## config.mk

```make
export PLATFORM = sky130hd
export DESIGN_NAME = lpc_top
export DESIGN_NICKNAME = d
export VERILOG_FILES = /design/src/hw/lpc_pkg.sv /design/src/hw/lpc_pin_if.sv /design/src/hw/lpc_pin_sync.sv /design/src/hw/lpc_top.sv
export SDC_FILE = /design/constraint.sdc
export NUM_CORES = 1
export LEC_CHECK = 0
export BUFFER_PORTS_ARGS = -buffer_cell sky130_fd_sc_hd__buf_2
export CORE_MARGIN = 2
export CORE_UTILIZATION = 30
export CTS_CLUSTER_SIZE = 8
export DETAILED_ROUTE_END_ITERATION = 10
export GPL_TIMING_DRIVEN = 0
export PLACE_DENSITY_LB_ADDON = 0.2
export SYNTH_ARGS = -nofsm -noshare
export SYNTH_HDL_FRONTEND = slang
export SYNTH_HIERARCHICAL = 1
export SYNTH_SLANG_ARGS = --single-unit
```

## constraint.sdc

```tcl
create_clock -name SYS_CLK -period 1.7 [get_ports SYS_CLK]
set_input_delay 0.17 -clock SYS_CLK [delete_from_list [all_inputs] [get_ports SYS_CLK]]
set_output_delay 0.17 -clock SYS_CLK [all_outputs]
set_load 0.03 [all_outputs]
```

## src/hw/lpc_pkg.sv

```systemverilog
// Constants, register map and mode type of the LIN physical layer control
package lpc_pkg;

   localparam int ADDR_W = 4;
   localparam int DATA_W = 8;

   // Register offsets
   localparam logic [ADDR_W-1:0] CTRL_ADDR   = 4'h0;
   localparam logic [ADDR_W-1:0] IRQEN_ADDR  = 4'h1;
   localparam logic [ADDR_W-1:0] FLAG_ADDR   = 4'h2;
   localparam logic [ADDR_W-1:0] STATUS_ADDR = 4'h3;

   // Control register fields
   localparam int PHY_ENABLE_BIT     = 0;
   localparam int RX_ONLY_BIT        = 1;
   localparam int STRONG_PULLUP_BIT  = 2;
   localparam int WAKE_ENABLE_BIT    = 3;
   localparam int DT_DISABLE_BIT     = 4;
   localparam int CTRL_W             = 5;
   localparam logic [CTRL_W-1:0] CTRL_RESET = 5'h00;

   // Interrupt enable and flag fields share positions
   localparam int DT_BIT = 7;
   localparam int OC_BIT = 6;

   // Status register fields
   localparam int STAT_DT_BIT    = 7;
   localparam int STAT_TXEN_BIT  = 3;
   localparam int STAT_MODE_LSB  = 0;

   // Clock and oscillator timing
   localparam int CLK_PERIOD_NS = 10;
   localparam int RC_PERIOD_NS  = 1000;
   localparam int TICK_CYCLES   = RC_PERIOD_NS / CLK_PERIOD_NS;
   localparam int TICK_W        = $clog2(TICK_CYCLES);

   // Fault and wake times in oscillator periods (us)
   localparam int OC_MASK_US     = 3;
   localparam int DT_LIMIT_US    = 8000;
   localparam int WAKE_FILTER_US = 100;
   localparam int BIT_TIME_US    = 50;
   localparam int CNT_W          = 16;

   // Oscillator periods waited before a re-enable is judged
   localparam logic [1:0] RETRY_TICKS = 2'h2;

   typedef enum logic [2:0] {
      LPC_SHUTDOWN,
      LPC_NORMAL,
      LPC_RX_ONLY,
      LPC_STANDBY
   } lpc_mode_e;

endpackage

```

## src/hw/lpc_pin_if.sv

```systemverilog
// Synchronised pins and oscillator tick between the control modules
`timescale 1ns/1ps
`default_nettype none
interface lpc_pin_if;
   logic tick;
   logic bus_level;
   logic overcurrent;
   modport source (output tick, output bus_level, output overcurrent);
   modport sink   (input tick, input bus_level, input overcurrent);
endinterface
`default_nettype wire

```

## src/hw/lpc_pin_sync.sv

```systemverilog
// Pin synchronisers and oscillator tick generator
`timescale 1ns/1ps
`default_nettype none
module lpc_pin_sync
   import lpc_pkg::*;
(
   // Clock and reset
   input  wire logic    clk,
   input  wire logic    rst_n,
   // Raw analog comparator outputs
   input  wire logic    bus_level_raw,
   input  wire logic    overcurrent_raw,
   // To control logic
   lpc_pin_if.source    pins
);
   logic [1:0]        bus_sync_reg;
   logic [1:0]        oc_sync_reg;
   logic [TICK_W-1:0] tick_cnt_reg;
   logic              tick_reg;

   // Bus idles recessive, so reset to one
   always_ff @(posedge clk or negedge rst_n) begin
      if (!rst_n) begin
         bus_sync_reg <= 2'h3;
         oc_sync_reg  <= 2'h0;
      end else begin
         bus_sync_reg <= {bus_sync_reg[0], bus_level_raw};
         oc_sync_reg  <= {oc_sync_reg[0], overcurrent_raw};
      end
   end

   // Stands in for the internal RC oscillator period
   always_ff @(posedge clk or negedge rst_n) begin
      if (!rst_n) begin
         tick_cnt_reg <= '0;
         tick_reg     <= 1'b0;
      end else if (tick_cnt_reg == TICK_W'(TICK_CYCLES - 1)) begin
         tick_cnt_reg <= '0;
         tick_reg     <= 1'b1;
      end else begin
         tick_cnt_reg <= tick_cnt_reg + 1'b1;
         tick_reg     <= 1'b0;
      end
   end

   assign pins.tick        = tick_reg;
   assign pins.bus_level   = bus_sync_reg[1];
   assign pins.overcurrent = oc_sync_reg[1];
endmodule
`default_nettype wire

```

## src/hw/lpc_top.sv

```systemverilog
// LIN physical layer mode and transmitter fault control
//
// Chosen here: the address map and the plain strobed port.
`timescale 1ns/1ps
`default_nettype none
module lpc_top
   import lpc_pkg::*;
#(
   parameter int OC_MASK_TICKS  = OC_MASK_US,
   parameter int DT_LIMIT_TICKS = DT_LIMIT_US,
   parameter int WAKE_TICKS     = WAKE_FILTER_US,
   parameter int BIT_TICKS      = BIT_TIME_US
) (
   // Clock and reset
   input  wire logic                       SYS_CLK,
   input  wire logic                       RSTN,
   // Register port
   input  wire logic [lpc_pkg::ADDR_W-1:0] ADDR,
   input  wire logic [lpc_pkg::DATA_W-1:0] WDATA,
   input  wire logic                       WR,
   input  wire logic                       RD,
   output logic      [lpc_pkg::DATA_W-1:0] RDATA,
   // Chip and serial interface side
   input  wire logic                       STOP_MODE,
   input  wire logic                       PHY_TRANSMIT_LINE,
   output logic                            PHY_RECEIVE_LINE,
   output logic                            WAKE_PULSE,
   output logic                            PHY_COMBINED_IRQ,
   // Analog front end
   input  wire logic                       BUS_LEVEL,
   input  wire logic                       OVERCURRENT,
   output logic                            TX_ENABLE,
   output logic                            RX_ENABLE,
   output logic                            RX_LOW_POWER,
   output logic                            STRONG_PULLUP
);
   import lpc_pkg::*;

   function automatic logic [CNT_W-1:0] sat_inc(input logic [CNT_W-1:0] cnt,
                                                input int lim);
      sat_inc = (cnt >= CNT_W'(lim)) ? cnt : cnt + 1'b1;
   endfunction

   lpc_pin_if pins ();

   lpc_pin_sync u_sync (
      .clk             (SYS_CLK),
      .rst_n           (RSTN),
      .bus_level_raw   (BUS_LEVEL),
      .overcurrent_raw (OVERCURRENT),
      .pins            (pins)
   );

   lpc_mode_e         mode_reg;
   lpc_mode_e         mode_next;
   logic [CTRL_W-1:0] ctrl_reg;
   logic              dt_ie_reg;
   logic              oc_ie_reg;
   logic              dt_flag_reg;
   logic              oc_flag_reg;
   logic              dt_status_reg;
   logic              dt_fault_reg;
   logic              oc_fault_reg;
   logic              txd_prev_reg;
   logic [CNT_W-1:0]  mask_cnt_reg;
   logic [CNT_W-1:0]  dom_cnt_reg;
   logic [CNT_W-1:0]  qual_cnt_reg;
   logic [CNT_W-1:0]  wake_cnt_reg;
   logic              bus_prev_reg;
   logic              oc_retry_reg;
   logic              dt_retry_reg;
   logic [1:0]        oc_wait_reg;
   logic [1:0]        dt_wait_reg;
   logic              oc_check_reg;
   logic              dt_check_reg;

   logic phy_enable;
   logic receive_only_select;
   logic strong_pullup_select;
   logic wake_enable;
   logic dominant_timeout_disable;
   logic tx_on;
   logic txd_dom;
   logic qual_ok;
   logic oc_event;
   logic dt_event;
   logic oc_clear;
   logic dt_clear;
   logic oc_refail;
   logic dt_refail;
   logic wr_ctrl;

   assign phy_enable               = ctrl_reg[PHY_ENABLE_BIT];
   assign receive_only_select      = ctrl_reg[RX_ONLY_BIT];
   assign strong_pullup_select     = ctrl_reg[STRONG_PULLUP_BIT];
   assign wake_enable              = ctrl_reg[WAKE_ENABLE_BIT];
   assign dominant_timeout_disable = ctrl_reg[DT_DISABLE_BIT];
   assign txd_dom                  = !PHY_TRANSMIT_LINE;
   assign wr_ctrl                  = WR && (ADDR == CTRL_ADDR);

   // Transmitter only drives in normal mode with no fault latched
   assign tx_on = (mode_reg == LPC_NORMAL) && !oc_fault_reg && !dt_fault_reg;

   // Register writes
   always_ff @(posedge SYS_CLK or negedge RSTN) begin
      if (!RSTN) begin
         ctrl_reg  <= CTRL_RESET;
         dt_ie_reg <= 1'b0;
         oc_ie_reg <= 1'b0;
      end else if (WR) begin
         if (ADDR == CTRL_ADDR) begin
            ctrl_reg <= WDATA[CTRL_W-1:0];
         end
         if (ADDR == IRQEN_ADDR) begin
            dt_ie_reg <= WDATA[DT_BIT];
            oc_ie_reg <= WDATA[OC_BIT];
         end
      end
   end

   // Mode state machine
   always_comb begin
      mode_next = mode_reg;
      case (mode_reg)
         LPC_SHUTDOWN: begin
            if (phy_enable) begin
               mode_next = receive_only_select ? LPC_RX_ONLY : LPC_NORMAL;
            end
         end
         LPC_NORMAL: begin
            if (!phy_enable) begin
               mode_next = LPC_SHUTDOWN;
            end else if (STOP_MODE) begin
               mode_next = LPC_STANDBY;
            end else if (receive_only_select) begin
               mode_next = LPC_RX_ONLY;
            end
         end
         LPC_RX_ONLY: begin
            if (!phy_enable) begin
               mode_next = LPC_SHUTDOWN;
            end else if (STOP_MODE) begin
               mode_next = LPC_STANDBY;
            end else if (!receive_only_select) begin
               mode_next = LPC_NORMAL;
            end
         end
         LPC_STANDBY: begin
            if (!STOP_MODE) begin
               mode_next = receive_only_select ? LPC_RX_ONLY : LPC_NORMAL;
            end
         end
         default: mode_next = LPC_SHUTDOWN;
      endcase
   end

   always_ff @(posedge SYS_CLK or negedge RSTN) begin
      if (!RSTN) begin
         mode_reg <= LPC_SHUTDOWN;
      end else begin
         mode_reg <= mode_next;
      end
   end

   // Analog controls, all registered
   always_ff @(posedge SYS_CLK or negedge RSTN) begin
      if (!RSTN) begin
         TX_ENABLE     <= 1'b0;
         RX_ENABLE     <= 1'b0;
         RX_LOW_POWER  <= 1'b0;
         STRONG_PULLUP <= 1'b0;
      end else begin
         TX_ENABLE    <= tx_on;
         RX_ENABLE    <= (mode_reg == LPC_NORMAL) || (mode_reg == LPC_RX_ONLY) ||
                         ((mode_reg == LPC_STANDBY) && wake_enable);
         RX_LOW_POWER <= (mode_reg == LPC_STANDBY) && wake_enable;
         case (mode_reg)
            LPC_NORMAL:  STRONG_PULLUP <= strong_pullup_select;
            LPC_RX_ONLY: STRONG_PULLUP <= strong_pullup_select;
            LPC_STANDBY: STRONG_PULLUP <= wake_enable && strong_pullup_select;
            default:     STRONG_PULLUP <= 1'b0;
         endcase
      end
   end

   // Receive path; bus passes straight through once active again
   always_ff @(posedge SYS_CLK or negedge RSTN) begin
      if (!RSTN) begin
         PHY_RECEIVE_LINE <= 1'b1;
      end else if ((mode_reg == LPC_NORMAL) || (mode_reg == LPC_RX_ONLY)) begin
         PHY_RECEIVE_LINE <= pins.bus_level;
      end else begin
         PHY_RECEIVE_LINE <= 1'b1;
      end
   end

   // Wake filter: dominant for the filter time, then a rising edge
   always_ff @(posedge SYS_CLK or negedge RSTN) begin
      if (!RSTN) begin
         wake_cnt_reg <= '0;
         bus_prev_reg <= 1'b1;
         WAKE_PULSE   <= 1'b0;
      end else begin
         bus_prev_reg <= pins.bus_level;
         WAKE_PULSE   <= 1'b0;
         if ((mode_reg != LPC_STANDBY) || !wake_enable) begin
            wake_cnt_reg <= '0;
         end else if (!pins.bus_level) begin
            if (pins.tick) begin
               wake_cnt_reg <= sat_inc(wake_cnt_reg, WAKE_TICKS);
            end
         end else begin
            wake_cnt_reg <= '0;
            if (!bus_prev_reg && (wake_cnt_reg >= CNT_W'(WAKE_TICKS))) begin
               WAKE_PULSE <= 1'b1;
            end
         end
      end
   end

   // One bit time of recessive line or quiet mode qualifies a re-enable
   always_ff @(posedge SYS_CLK or negedge RSTN) begin
      if (!RSTN) begin
         qual_cnt_reg <= '0;
      end else if (!txd_dom || (mode_reg == LPC_SHUTDOWN) || (mode_reg == LPC_RX_ONLY)) begin
         if (pins.tick) begin
            qual_cnt_reg <= sat_inc(qual_cnt_reg, BIT_TICKS);
         end
      end else begin
         qual_cnt_reg <= '0;
      end
   end
   assign qual_ok = qual_cnt_reg >= CNT_W'(BIT_TICKS);

   // Overcurrent masking window after each falling edge
   always_ff @(posedge SYS_CLK or negedge RSTN) begin
      if (!RSTN) begin
         txd_prev_reg <= 1'b1;
         mask_cnt_reg <= '0;
      end else begin
         txd_prev_reg <= PHY_TRANSMIT_LINE;
         if (txd_prev_reg && !PHY_TRANSMIT_LINE) begin
            mask_cnt_reg <= '0;
         end else if (pins.tick) begin
            mask_cnt_reg <= sat_inc(mask_cnt_reg, OC_MASK_TICKS);
         end
      end
   end
   // Short bits never leave the window, so no overcurrent is reported
   assign oc_event = tx_on && pins.overcurrent &&
                     (mask_cnt_reg >= CNT_W'(OC_MASK_TICKS));

   // Dominant time counter, only watched in normal mode
   always_ff @(posedge SYS_CLK or negedge RSTN) begin
      if (!RSTN) begin
         dom_cnt_reg <= '0;
      end else if (txd_dom && (mode_reg == LPC_NORMAL) && !dominant_timeout_disable) begin
         if (pins.tick) begin
            dom_cnt_reg <= sat_inc(dom_cnt_reg, DT_LIMIT_TICKS);
         end
      end else begin
         dom_cnt_reg <= '0;
      end
   end
   assign dt_event = tx_on && (dom_cnt_reg >= CNT_W'(DT_LIMIT_TICKS));

   // Timeout status tracks the line after a timeout
   always_ff @(posedge SYS_CLK or negedge RSTN) begin
      if (!RSTN) begin
         dt_status_reg <= 1'b0;
      end else if (dt_event) begin
         dt_status_reg <= 1'b1;
      end else if (!txd_dom) begin
         dt_status_reg <= 1'b0;
      end
   end

   // Clear writes; software clears only set flags
   assign oc_clear  = WR && (ADDR == FLAG_ADDR) && WDATA[OC_BIT];
   assign dt_clear  = WR && (ADDR == FLAG_ADDR) && WDATA[DT_BIT];
   assign oc_refail = pins.overcurrent || !qual_ok || ((mode_reg == LPC_NORMAL) && txd_dom);
   assign dt_refail = dt_status_reg || !qual_ok || ((mode_reg == LPC_NORMAL) && txd_dom);

   // Re-enable wait: one to two oscillator periods plus two cycles
   always_ff @(posedge SYS_CLK or negedge RSTN) begin
      if (!RSTN) begin
         oc_retry_reg <= 1'b0;
         oc_wait_reg  <= 2'h0;
         oc_check_reg <= 1'b0;
      end else begin
         oc_check_reg <= 1'b0;
         if (oc_clear && oc_flag_reg) begin
            oc_retry_reg <= 1'b1;
            oc_wait_reg  <= 2'h0;
         end else if (oc_retry_reg && pins.tick) begin
            oc_wait_reg <= oc_wait_reg + 1'b1;
            if (oc_wait_reg == RETRY_TICKS - 2'h1) begin
               oc_retry_reg <= 1'b0;
               oc_check_reg <= 1'b1;
            end
         end
      end
   end

   always_ff @(posedge SYS_CLK or negedge RSTN) begin
      if (!RSTN) begin
         dt_retry_reg <= 1'b0;
         dt_wait_reg  <= 2'h0;
         dt_check_reg <= 1'b0;
      end else begin
         dt_check_reg <= 1'b0;
         if (dt_clear && dt_flag_reg) begin
            dt_retry_reg <= 1'b1;
            dt_wait_reg  <= 2'h0;
         end else if (dt_retry_reg && pins.tick) begin
            dt_wait_reg <= dt_wait_reg + 1'b1;
            if (dt_wait_reg == RETRY_TICKS - 2'h1) begin
               dt_retry_reg <= 1'b0;
               dt_check_reg <= 1'b1;
            end
         end
      end
   end

   // Overcurrent fault latch and flag; a set beats a clear
   always_ff @(posedge SYS_CLK or negedge RSTN) begin
      if (!RSTN) begin
         oc_fault_reg <= 1'b0;
         oc_flag_reg  <= 1'b0;
      end else begin
         if (oc_event) begin
            oc_fault_reg <= 1'b1;
            oc_flag_reg  <= 1'b1;
         end else if (oc_check_reg) begin
            if (oc_refail) begin
               oc_flag_reg <= 1'b1;
            end else begin
               oc_fault_reg <= 1'b0;
            end
         end else if (oc_clear) begin
            oc_flag_reg <= 1'b0;
         end
      end
   end

   // Timeout fault latch and flag; a set beats a clear
   always_ff @(posedge SYS_CLK or negedge RSTN) begin
      if (!RSTN) begin
         dt_fault_reg <= 1'b0;
         dt_flag_reg  <= 1'b0;
      end else begin
         if (dt_event) begin
            dt_fault_reg <= 1'b1;
            dt_flag_reg  <= 1'b1;
         end else if (dt_check_reg) begin
            if (dt_refail) begin
               dt_flag_reg <= 1'b1;
            end else begin
               dt_fault_reg <= 1'b0;
            end
         end else if (dt_clear) begin
            dt_flag_reg <= 1'b0;
         end
      end
   end

   // Combined interrupt request
   always_ff @(posedge SYS_CLK or negedge RSTN) begin
      if (!RSTN) begin
         PHY_COMBINED_IRQ <= 1'b0;
      end else begin
         PHY_COMBINED_IRQ <= (dt_flag_reg && dt_ie_reg) || (oc_flag_reg && oc_ie_reg);
      end
   end

   // Read data, one cycle after the strobe; unmapped reads as zero
   always_ff @(posedge SYS_CLK or negedge RSTN) begin
      if (!RSTN) begin
         RDATA <= '0;
      end else if (RD) begin
         RDATA <= '0;
         case (ADDR)
            CTRL_ADDR: RDATA[CTRL_W-1:0] <= ctrl_reg;
            IRQEN_ADDR: begin
               RDATA[DT_BIT] <= dt_ie_reg;
               RDATA[OC_BIT] <= oc_ie_reg;
            end
            FLAG_ADDR: begin
               RDATA[DT_BIT] <= dt_flag_reg;
               RDATA[OC_BIT] <= oc_flag_reg;
            end
            STATUS_ADDR: begin
               RDATA[STAT_DT_BIT]                 <= dt_status_reg;
               RDATA[STAT_TXEN_BIT]               <= tx_on;
               RDATA[STAT_MODE_LSB +: $bits(mode_reg)] <= mode_reg;
            end
            default: RDATA <= '0;
         endcase
      end else begin
         RDATA <= '0;
      end
   end

endmodule
`default_nettype wire

```

* Word-level counts from Yosys, hierarchy flattened
Index checks and enable logic that the tools add are counted.
** Word-level totals
- Logic and storage cells :: 199
- Output and inout bits :: 15
- Flip-flop bits (word level) :: 116
** Cells by class
- Reductions and logical operators :: 64
- Add/sub/neg operators :: 7
- Muxes and demuxes :: 67
- Magnitude comparators :: 4
- Equal/unequal tests :: 24
** Operator list (count)
- 2-to-1 mux 16 bit :: 13
- adder 16 x 1 -> 16 bit (second input constant) :: 4
- 2-to-1 mux 1 bit :: 34
- 2-to-1 mux 3 bit :: 8
- AND reduction 2 bit :: 12
- logical AND 1 bit :: 20
- greater-or-equal comparator 16 x 13 -> 1 bit (second input constant) :: 1
- greater-or-equal comparator 16 x 2 -> 1 bit (second input constant) :: 1
- greater-or-equal comparator 16 x 6 -> 1 bit (second input constant) :: 1
- greater-or-equal comparator 16 x 7 -> 1 bit (second input constant) :: 1
- nonzero test 2 bit :: 8
- inequality test 2 bit (second input constant) :: 7
- case mux 3 bit (4 select lines) :: 1
- logical OR 1 bit :: 10
- 2-to-1 mux 2 bit :: 5
- nonzero test 3 bit :: 3
- == test 4 x 2 -> 1 bit (second input constant) :: 2
- 2-to-1 mux 8 bit :: 1
- inequality test 4 bit (second input constant) :: 2
- case mux 4 bit (2 select lines) :: 1
- adder 7 x 1 -> 7 bit (second input constant) :: 1
- == test 7 bit (second input constant) :: 1
- zero test 1 bit :: 7
- 2-to-1 mux 7 bit :: 1
- other kinds (14) :: 21

* Depth between registers and ports, before layout
Gate-level depths: netlist of the first run.
- Depth in word-level cells :: 7
- Depth in mapped cells :: 6

* Modules after synthesis
Netlist of the first run, hierarchy kept.
** Modules (own cells, without submodules)
- lpc_top :: times used 1, area an instance 4433.0 um2, cells each 404, sequential area each 2556.2 um2
- lpc_pin_sync :: times used 1, area an instance 473.0 um2, cells each 34, sequential area each 302.8 um2

* Worst setup path after synthesis of the first run
Ideal clock, no wire load.
- Path type :: register to register
- Start :: reg qual_cnt_reg[0]
- End :: reg qual_cnt_reg[2]
- Setup time :: 77 ps
- Cell stages (with the launch flop) :: 7
- Required time :: 1623 ps
- Path slack :: -157 ps
- Data arrival time :: 1779 ps
- Buffers on the path :: 0
- Path through :: dfrtp_1 inv_1 ha_1 nor4_1 o21ai_0 or4_1 a21oi_1
** On the way
- Word-level cells in the longest chain between the ends :: 4
- Elaborated cells on any way between the ends :: 7
- Classes of those cells :: add/sub (1); order compare (1); eq/ne (1); mux (3); reduce/logical (1)
** Ends and longest elaborated chain
- from (decl) :: RTL line lpc_top.sv:67 : logic [CNT_W-1:0] qual_cnt_reg;
- from (signal assigned) :: RTL line lpc_top.sv:227 : qual_cnt_reg <= sat_inc(qual_cnt_reg, BIT_TICKS);
- adder 16 x 1 -> 16 bit :: RTL line lpc_top.sv:41 : sat_inc = (cnt >= CNT_W'(lim)) ? cnt : cnt + 1'b1;
- 2-to-1 mux 16 bit :: RTL line lpc_top.sv:41
- 2-to-1 mux 16 bit :: RTL line lpc_top.sv:226 : if (pins.tick) begin
- 2-to-1 mux 16 bit :: RTL line lpc_top.sv:225 : end else if (!txd_dom || (mode_reg == LPC_SHUTDOWN) || (mode_reg == LPC_RX_ONLY)) begin
Several ways; a longest one is shown, not always the timed one. The select of a mux whose other input is x is not followed.
A chain may end at the register's enable or synchronous reset.

* Worst setup path after layout of the first run
- Start :: reg qual_cnt_reg[1]
- End :: reg qual_cnt_reg[2]
The elaborated chain is that of the path after synthesis.

==> impl_metrics.yaml, run 1 <==
global_route:
  grt_usage_pct: 12.3
  grt_pass1_wl_mm: 17.2
  grt_max_degree: 95
  grt_pass1_vias: 3495
  gr-total-overflow: 0
  antenna_found_initial: 1
synthesis:
  yosys_warnings: 6
  synth_edf_count: 0
  seq_area_frac_synth_pct: 58.3
  synth_cell_types: 53
  synthCells: 438
  ys_seq_elements: 114
  synthesis.nets: 472
  synth_area_mm2: 0.00491
  yosys_most_used_dff: "dfrtp_1"
  syn_area_per_cell_um2: 11.2
  synth_async_sr_flop_share_pct: 100
timing:
  slew_violations: 0
  fin_crit_sh_pct: 99.1
  hold-worst-slack_ps: 20.8
  grt_setup_unrepaired: "true"
  max_freq_ghz: 0.593
  finalHoldViolCount: 0
  layout_min_cycle_time_ps: 1690
  skew_ps: 7.83
  setup_ws_ps: 14.6
  setup_viol: 0
cts:
  clk_pin_slew_worst_paths_ps: 50
  cts_tree: "done"
  clockBufferDepth: 2
  htreeDepth: 4
  cts-root-buf: "clkbuf_16"
  insertion_delay_ps: 410
  clock-sinks: 114
  numCtsBuffers: 17
final_layout:
  mostFrequentLayoutCell: "dfrtp_1"
  diodes: 0
  layout_common_cells: "dfrtp_1, and2_1, buf_2"
  final_util_pct: 40.7
  num-nets-final: 557
  drive_gt1_share_pct: 27.3
  areaGrowthSynthToFinish_pct: 32.4
floorplanning:
  start_util_pct: 30.8
  core_area_mm2: 0.0159
  die-area_mm2: 0.0174
  ios: 35
  rows: 46
  die_h_um: 132
  die_w_um: 132
critical_path:
  cp.arrival_ps: 2020
  crit_required_ps: 2030
  worstPathMaxFanout: 6
  cp-start-kind: "flip-flop"
  end_kind: "flip-flop"
  path_class: "reg2reg"
route:
  vias_per_cell: 4.71
  drt-wirelength-per-cell_um: 14.0
  ant_nets: 0
  post-route-drc-count: 0
  drtIter0Drc: 101
  vias: 3539
  drt_wl_total_mm: 10.5
  dr.pass1.iters: 5
placement:
  place_ws_ps: -307
  routabilityCongestion: 0.765
  portBuffers: 32
  post-dp-hpwl_mm: 6.74
run_status:
  outcome: "complete, no violations"
power_and_ir_drop:
  power.density_cell_area_mw_per_mm2: 1230
  p_leak_nw: 2.95
  vdd_drop_max_mv: 0.696
min_path:
  hold_path_class: "in2reg"
run:
  drv_cap: 0
[final timing paths]
kind                                                  from                                to  slack (ps)  cells after the start
setup / recovery               qual_cnt_reg[1]$_DFFE_PN0P_       qual_cnt_reg[2]$_DFFE_PN0P_          10                      5
hold / removal                                    WDATA[7]             dt_ie_reg$_DFFE_PN0P_          20                      2
setup reg to reg               qual_cnt_reg[1]$_DFFE_PN0P_       qual_cnt_reg[2]$_DFFE_PN0P_          10                      5
hold reg to reg            u_sync/oc_sync_reg[0]$_DFF_PN0_   u_sync/oc_sync_reg[1]$_DFF_PN0_         350                      0
max in group asynchronous                             RSTN  u_sync/bus_sync_reg[0]$_DFF_PN1_         780                      3
min in group asynchronous                             RSTN       mask_cnt_reg[7]$_DFFE_PN0P_         190                      2
[kinds of logic (layout without fill, tap and decap cells)]
family	after synthesis	in the layout	share of synthesized area, %
mux	14	14	3.09
simple gates	181	181	21.4
flops	114	114	58.3
buf+inv	27	124	2.17
compound gates	77	77	9.64
other cells	1	1	0.0764
fa+ha+maj	14	14	3.57
xor+xnor	10	10	1.79
[per-stage QoR]
stage                     TNS, ps  cell area (um^2)  instances  power (mW)
after global placement    -106910              5350        686        3.79
after floorplan                 0              4920        438        3.53
after global routing         -674              6490        751        8.32
final                           0              6490        751        7.96
after detailed placement    -4640              5380        687        3.82
after CTS                    -484              6230        733        7.93
[synth_stat cells, drive strengths merged (4+ instances only)]
library cell	number	area share, %
xnor2	4	0.71
and2	40	5.1
a31oi	4	0.51
nor4	7	0.89
clkbuf	5	0.38
nand2b	7	0.89
o31ai	5	0.77
o21ai	18	1.8
nor3	8	0.92
xor2	6	1.1
mux2i	5	1.0
dfstp	5	2.7
mux2	9	2.1
nand4	9	1.1
nor2b	4	0.56
nor3b	4	0.61
ha	14	3.6
dfrtp	109	56
nand3	18	1.8
a21oi	28	2.9
nand2	22	1.7
and4	6	1.1
and3	6	0.79
nor2	31	2.8
or3	11	1.5
inv	20	1.5
[power breakdown]
group	total, mW	switching [mW]	leakage (nW)	internal (mW)
logic	0.968	0.560	1.13	0.409
clock network	4.02	1.21	0.326	2.80
registers	2.98	0.103	1.50	2.87
total	7.96	1.88	2.95	6.09
[cell type report]
type	count	area, um^2
Timing Repair Buffer	66	465
Sequential cell	114	2870
Fill cell	1527	9450
Clock buffer	20	457
Tap cell	216	270
Multi-Input combinational cell	297	2120
Inverter	20	75.1
Clock inverter	11	208
Buffer	7	37.5
[metal layers]
metal / global-route usage [%] / up-vias / part of all wire [%]
li1: - / 1715 / -
met1: 16.0 / 1763 / 47
met2: 19.2 / 51 / 49
met3: 3.81 / 8 / 3.5
met4: 4.77 / 2 / 0.68
met5: 0 / - / 0.067
[timing repair]
item / in CTS / in global routing
hold buffers: 9 / 0
pin swaps: 5 / 19
setup endpoints to repair: 37 / 40
cloned: 0 / 1
setup buffers: 6 / 17
hold endpoints to repair: 113 / 0
resized for setup: 12 / 37
[worst max-delay path, cell delays in order, from the launching register on]
cell and delay (ps):
dfrtp_2 470, ha_4 190, nor4_4 180, o21ai_2 140, or4_1 480, a21oi_1 150
(Power assumes the default switching activity.)
==> run 2: changes to the inputs <==
Settings changed: REMOVE_ABC_BUFFERS from default to 1.
==> run 2 against run 1 <==
Critical path depth unchanged. Critical endpoint unchanged. Largest power group unchanged. Register-to-register slack about the same. Routed wire length decreased by 3.7%. Setup slack got worse by 2.9 ps. First-iteration DRC count increased by 120%. Worst hold slack about the same.
==> impl_metrics.yaml, run 2 (synthesis gave the netlist of run 1 again) <==
run_status:
  outcome: "complete, no violations"
critical_path:
  r2r-end: "qual_cnt_reg[2]$_DFFE_PN0P_"
  cp.arrival_ps: 2030
  reg2regPathDepth: 5
  crit_required_ps: 2040
  cp-start-kind: "flip-flop"
  path_class: "reg2reg"
  rrSetupSlack_ps: 10
  end_kind: "flip-flop"
  worstPathMaxFanout: 4
  r2r_start: "qual_cnt_reg[1]$_DFFE_PN0P_"
final_layout:
  drive_gt1_share_pct: 26.9
  multi_input_area_mm2: 0.00211
  nFillCells: 1547
  mostFrequentLayoutCell: "dfrtp_1"
  layout_common_cells: "dfrtp_1, and2_1, buf_2"
  num-nets-final: 549
  design_area_mm2: 0.00641
  seq_area_mm2: 0.00286
  final_util_pct: 40.2
  diodes: 0
  areaGrowthSynthToFinish_pct: 30.6
placement:
  routabilityCongestion: 0.735
  post-dp-hpwl_mm: 6.69
  portBuffers: 32
  place_area_mm2: 0.00534
power_and_ir_drop:
  p_total_mw: 7.64
  vdd_drop_max_mv: 0.620
  p_leak_nw: 2.91
  power.density_cell_area_mw_per_mm2: 1190
timing:
  slew_violations: 0
  hold-worst-slack_ps: 20.4
  max_freq_ghz: 0.592
  finalHoldViolCount: 0
  skew_ps: 6.27
  grt_setup_unrepaired: "true"
  fin_crit_sh_pct: 99.3
  setup_viol: 0
  layout_min_cycle_time_ps: 1690
route:
  vias: 3545
  dr.pass1.iters: 6
  drt_wl_total_mm: 10.1
  post-route-drc-count: 0
  ant_nets: 0
  drt-wirelength-per-cell_um: 13.6
  drtIter0Drc: 226
  vias_per_cell: 4.76
floorplanning:
  die_h_um: 132
  rows: 46
  die_w_um: 132
  ios: 35
  start_util_pct: 30.8
  die-area_mm2: 0.0174
  core_area_mm2: 0.0159
cts:
  cts-root-buf: "clkbuf_16"
  clockBufferDepth: 2
  clk_pin_slew_worst_paths_ps: 50
  htreeDepth: 4
  insertion_delay_ps: 410
  clock-sinks: 114
  cts_tree: "done"
  numCtsBuffers: 17
global_route:
  grt_max_degree: 71
  gr-total-overflow: 0
  grt_usage_pct: 12.6
  grt_pass1_vias: 3664
  grt_pass1_wl_mm: 17.6
  antenna_found_initial: 0
min_path:
  holdPathEnd: "oc_ie_reg$_DFFE_PN0P_"
  hold_start: "WDATA[6]"
  hold_depth: 2
  hold_path_class: "in2reg"
run:
  drv_cap: 0
[run 2: cell count changes in the layout (fill, tap and decap cells not counted), moves of 3 or more]
cell     previous run  this run
or3_1               6         9
o21ai_0            13        16
o21ai_1             3         0
or3_4               5         2
buf_4              24        21
buf_2              34        31
[run 2: worst max-delay path by stage]
stage                                        to  slack (ps)  depth (start not counted)                         from
floorplan           qual_cnt_reg[2]$_DFFE_PN0P_        -160                          6  qual_cnt_reg[0]$_DFFE_PN0P_
detailed placement  dom_cnt_reg[11]$_DFFE_PN0P_        -500                          4   u_sync/pins.tick$_DFF_PN0_
global placement    dom_cnt_reg[10]$_DFFE_PN0P_        -900                          1                         RSTN
CTS                    dt_fault_reg$_DFFE_PN0P_           3                          4   dom_cnt_reg[7]$_DFFE_PN0P_
finish              qual_cnt_reg[2]$_DFFE_PN0P_          10                          5  qual_cnt_reg[1]$_DFFE_PN0P_
global route        wake_cnt_reg[2]$_DFFE_PN0P_         -70                          5  wake_cnt_reg[3]$_DFFE_PN0P_
[run 2: timing repair]
| item | 4_1_cts | 5_1_grt |
|---|---|---|
| endpoints found under the setup margin | 27 | 27 |
| gates resized for setup | 16 | 26 |
| endpoints found under the hold margin | 52 | 0 |
| buffers inserted | 13 | 10 |
| pin swaps | 6 | 16 |
| hold buffers | 9 | 0 |
[run 2: critical path, cell delays in order (launching register included)]
cell and delay [ps]:
dfrtp_2 420, ha_4 180, nor4_4 310, o21ai_2 120, or4_4 440, a21oi_2 150
[run 2: routing by layer]
metal  track usage, %  wire length (um)
met1             15.9              4750
met2             19.8              4750
met3             3.73               404
met4             5.98               229
met5                0                 0
[run 2: per-stage QoR]
stage	setup WS (ps)	setup TNS [ps]	instances
final	11.7	0	744
after global routing	-66.7	-285	744
after CTS	2.70	0	734
after detailed placement	-496	-6420	680
after global placement	-897	-104030	679
after floorplan	-157	-415	431
[run 2: final cells by class]
type | instances | share of cell area (%)
Clock buffer | 21 | 7.34
Clock inverter | 11 | 2.48
Inverter | 20 | 1.17
Multi-Input combinational cell | 297 | 32.9
Sequential cell | 114 | 44.7
Tap cell | 216 | 4.22
Timing Repair Buffer | 65 | 7.24
[run 2: where the power goes]
part	switching, mW	leakage [nW]	internal, mW
clock	1.20	0.316	2.55
combinational	0.539	1.09	0.361
sequential	0.119	1.50	2.87
total	1.86	2.91	5.78
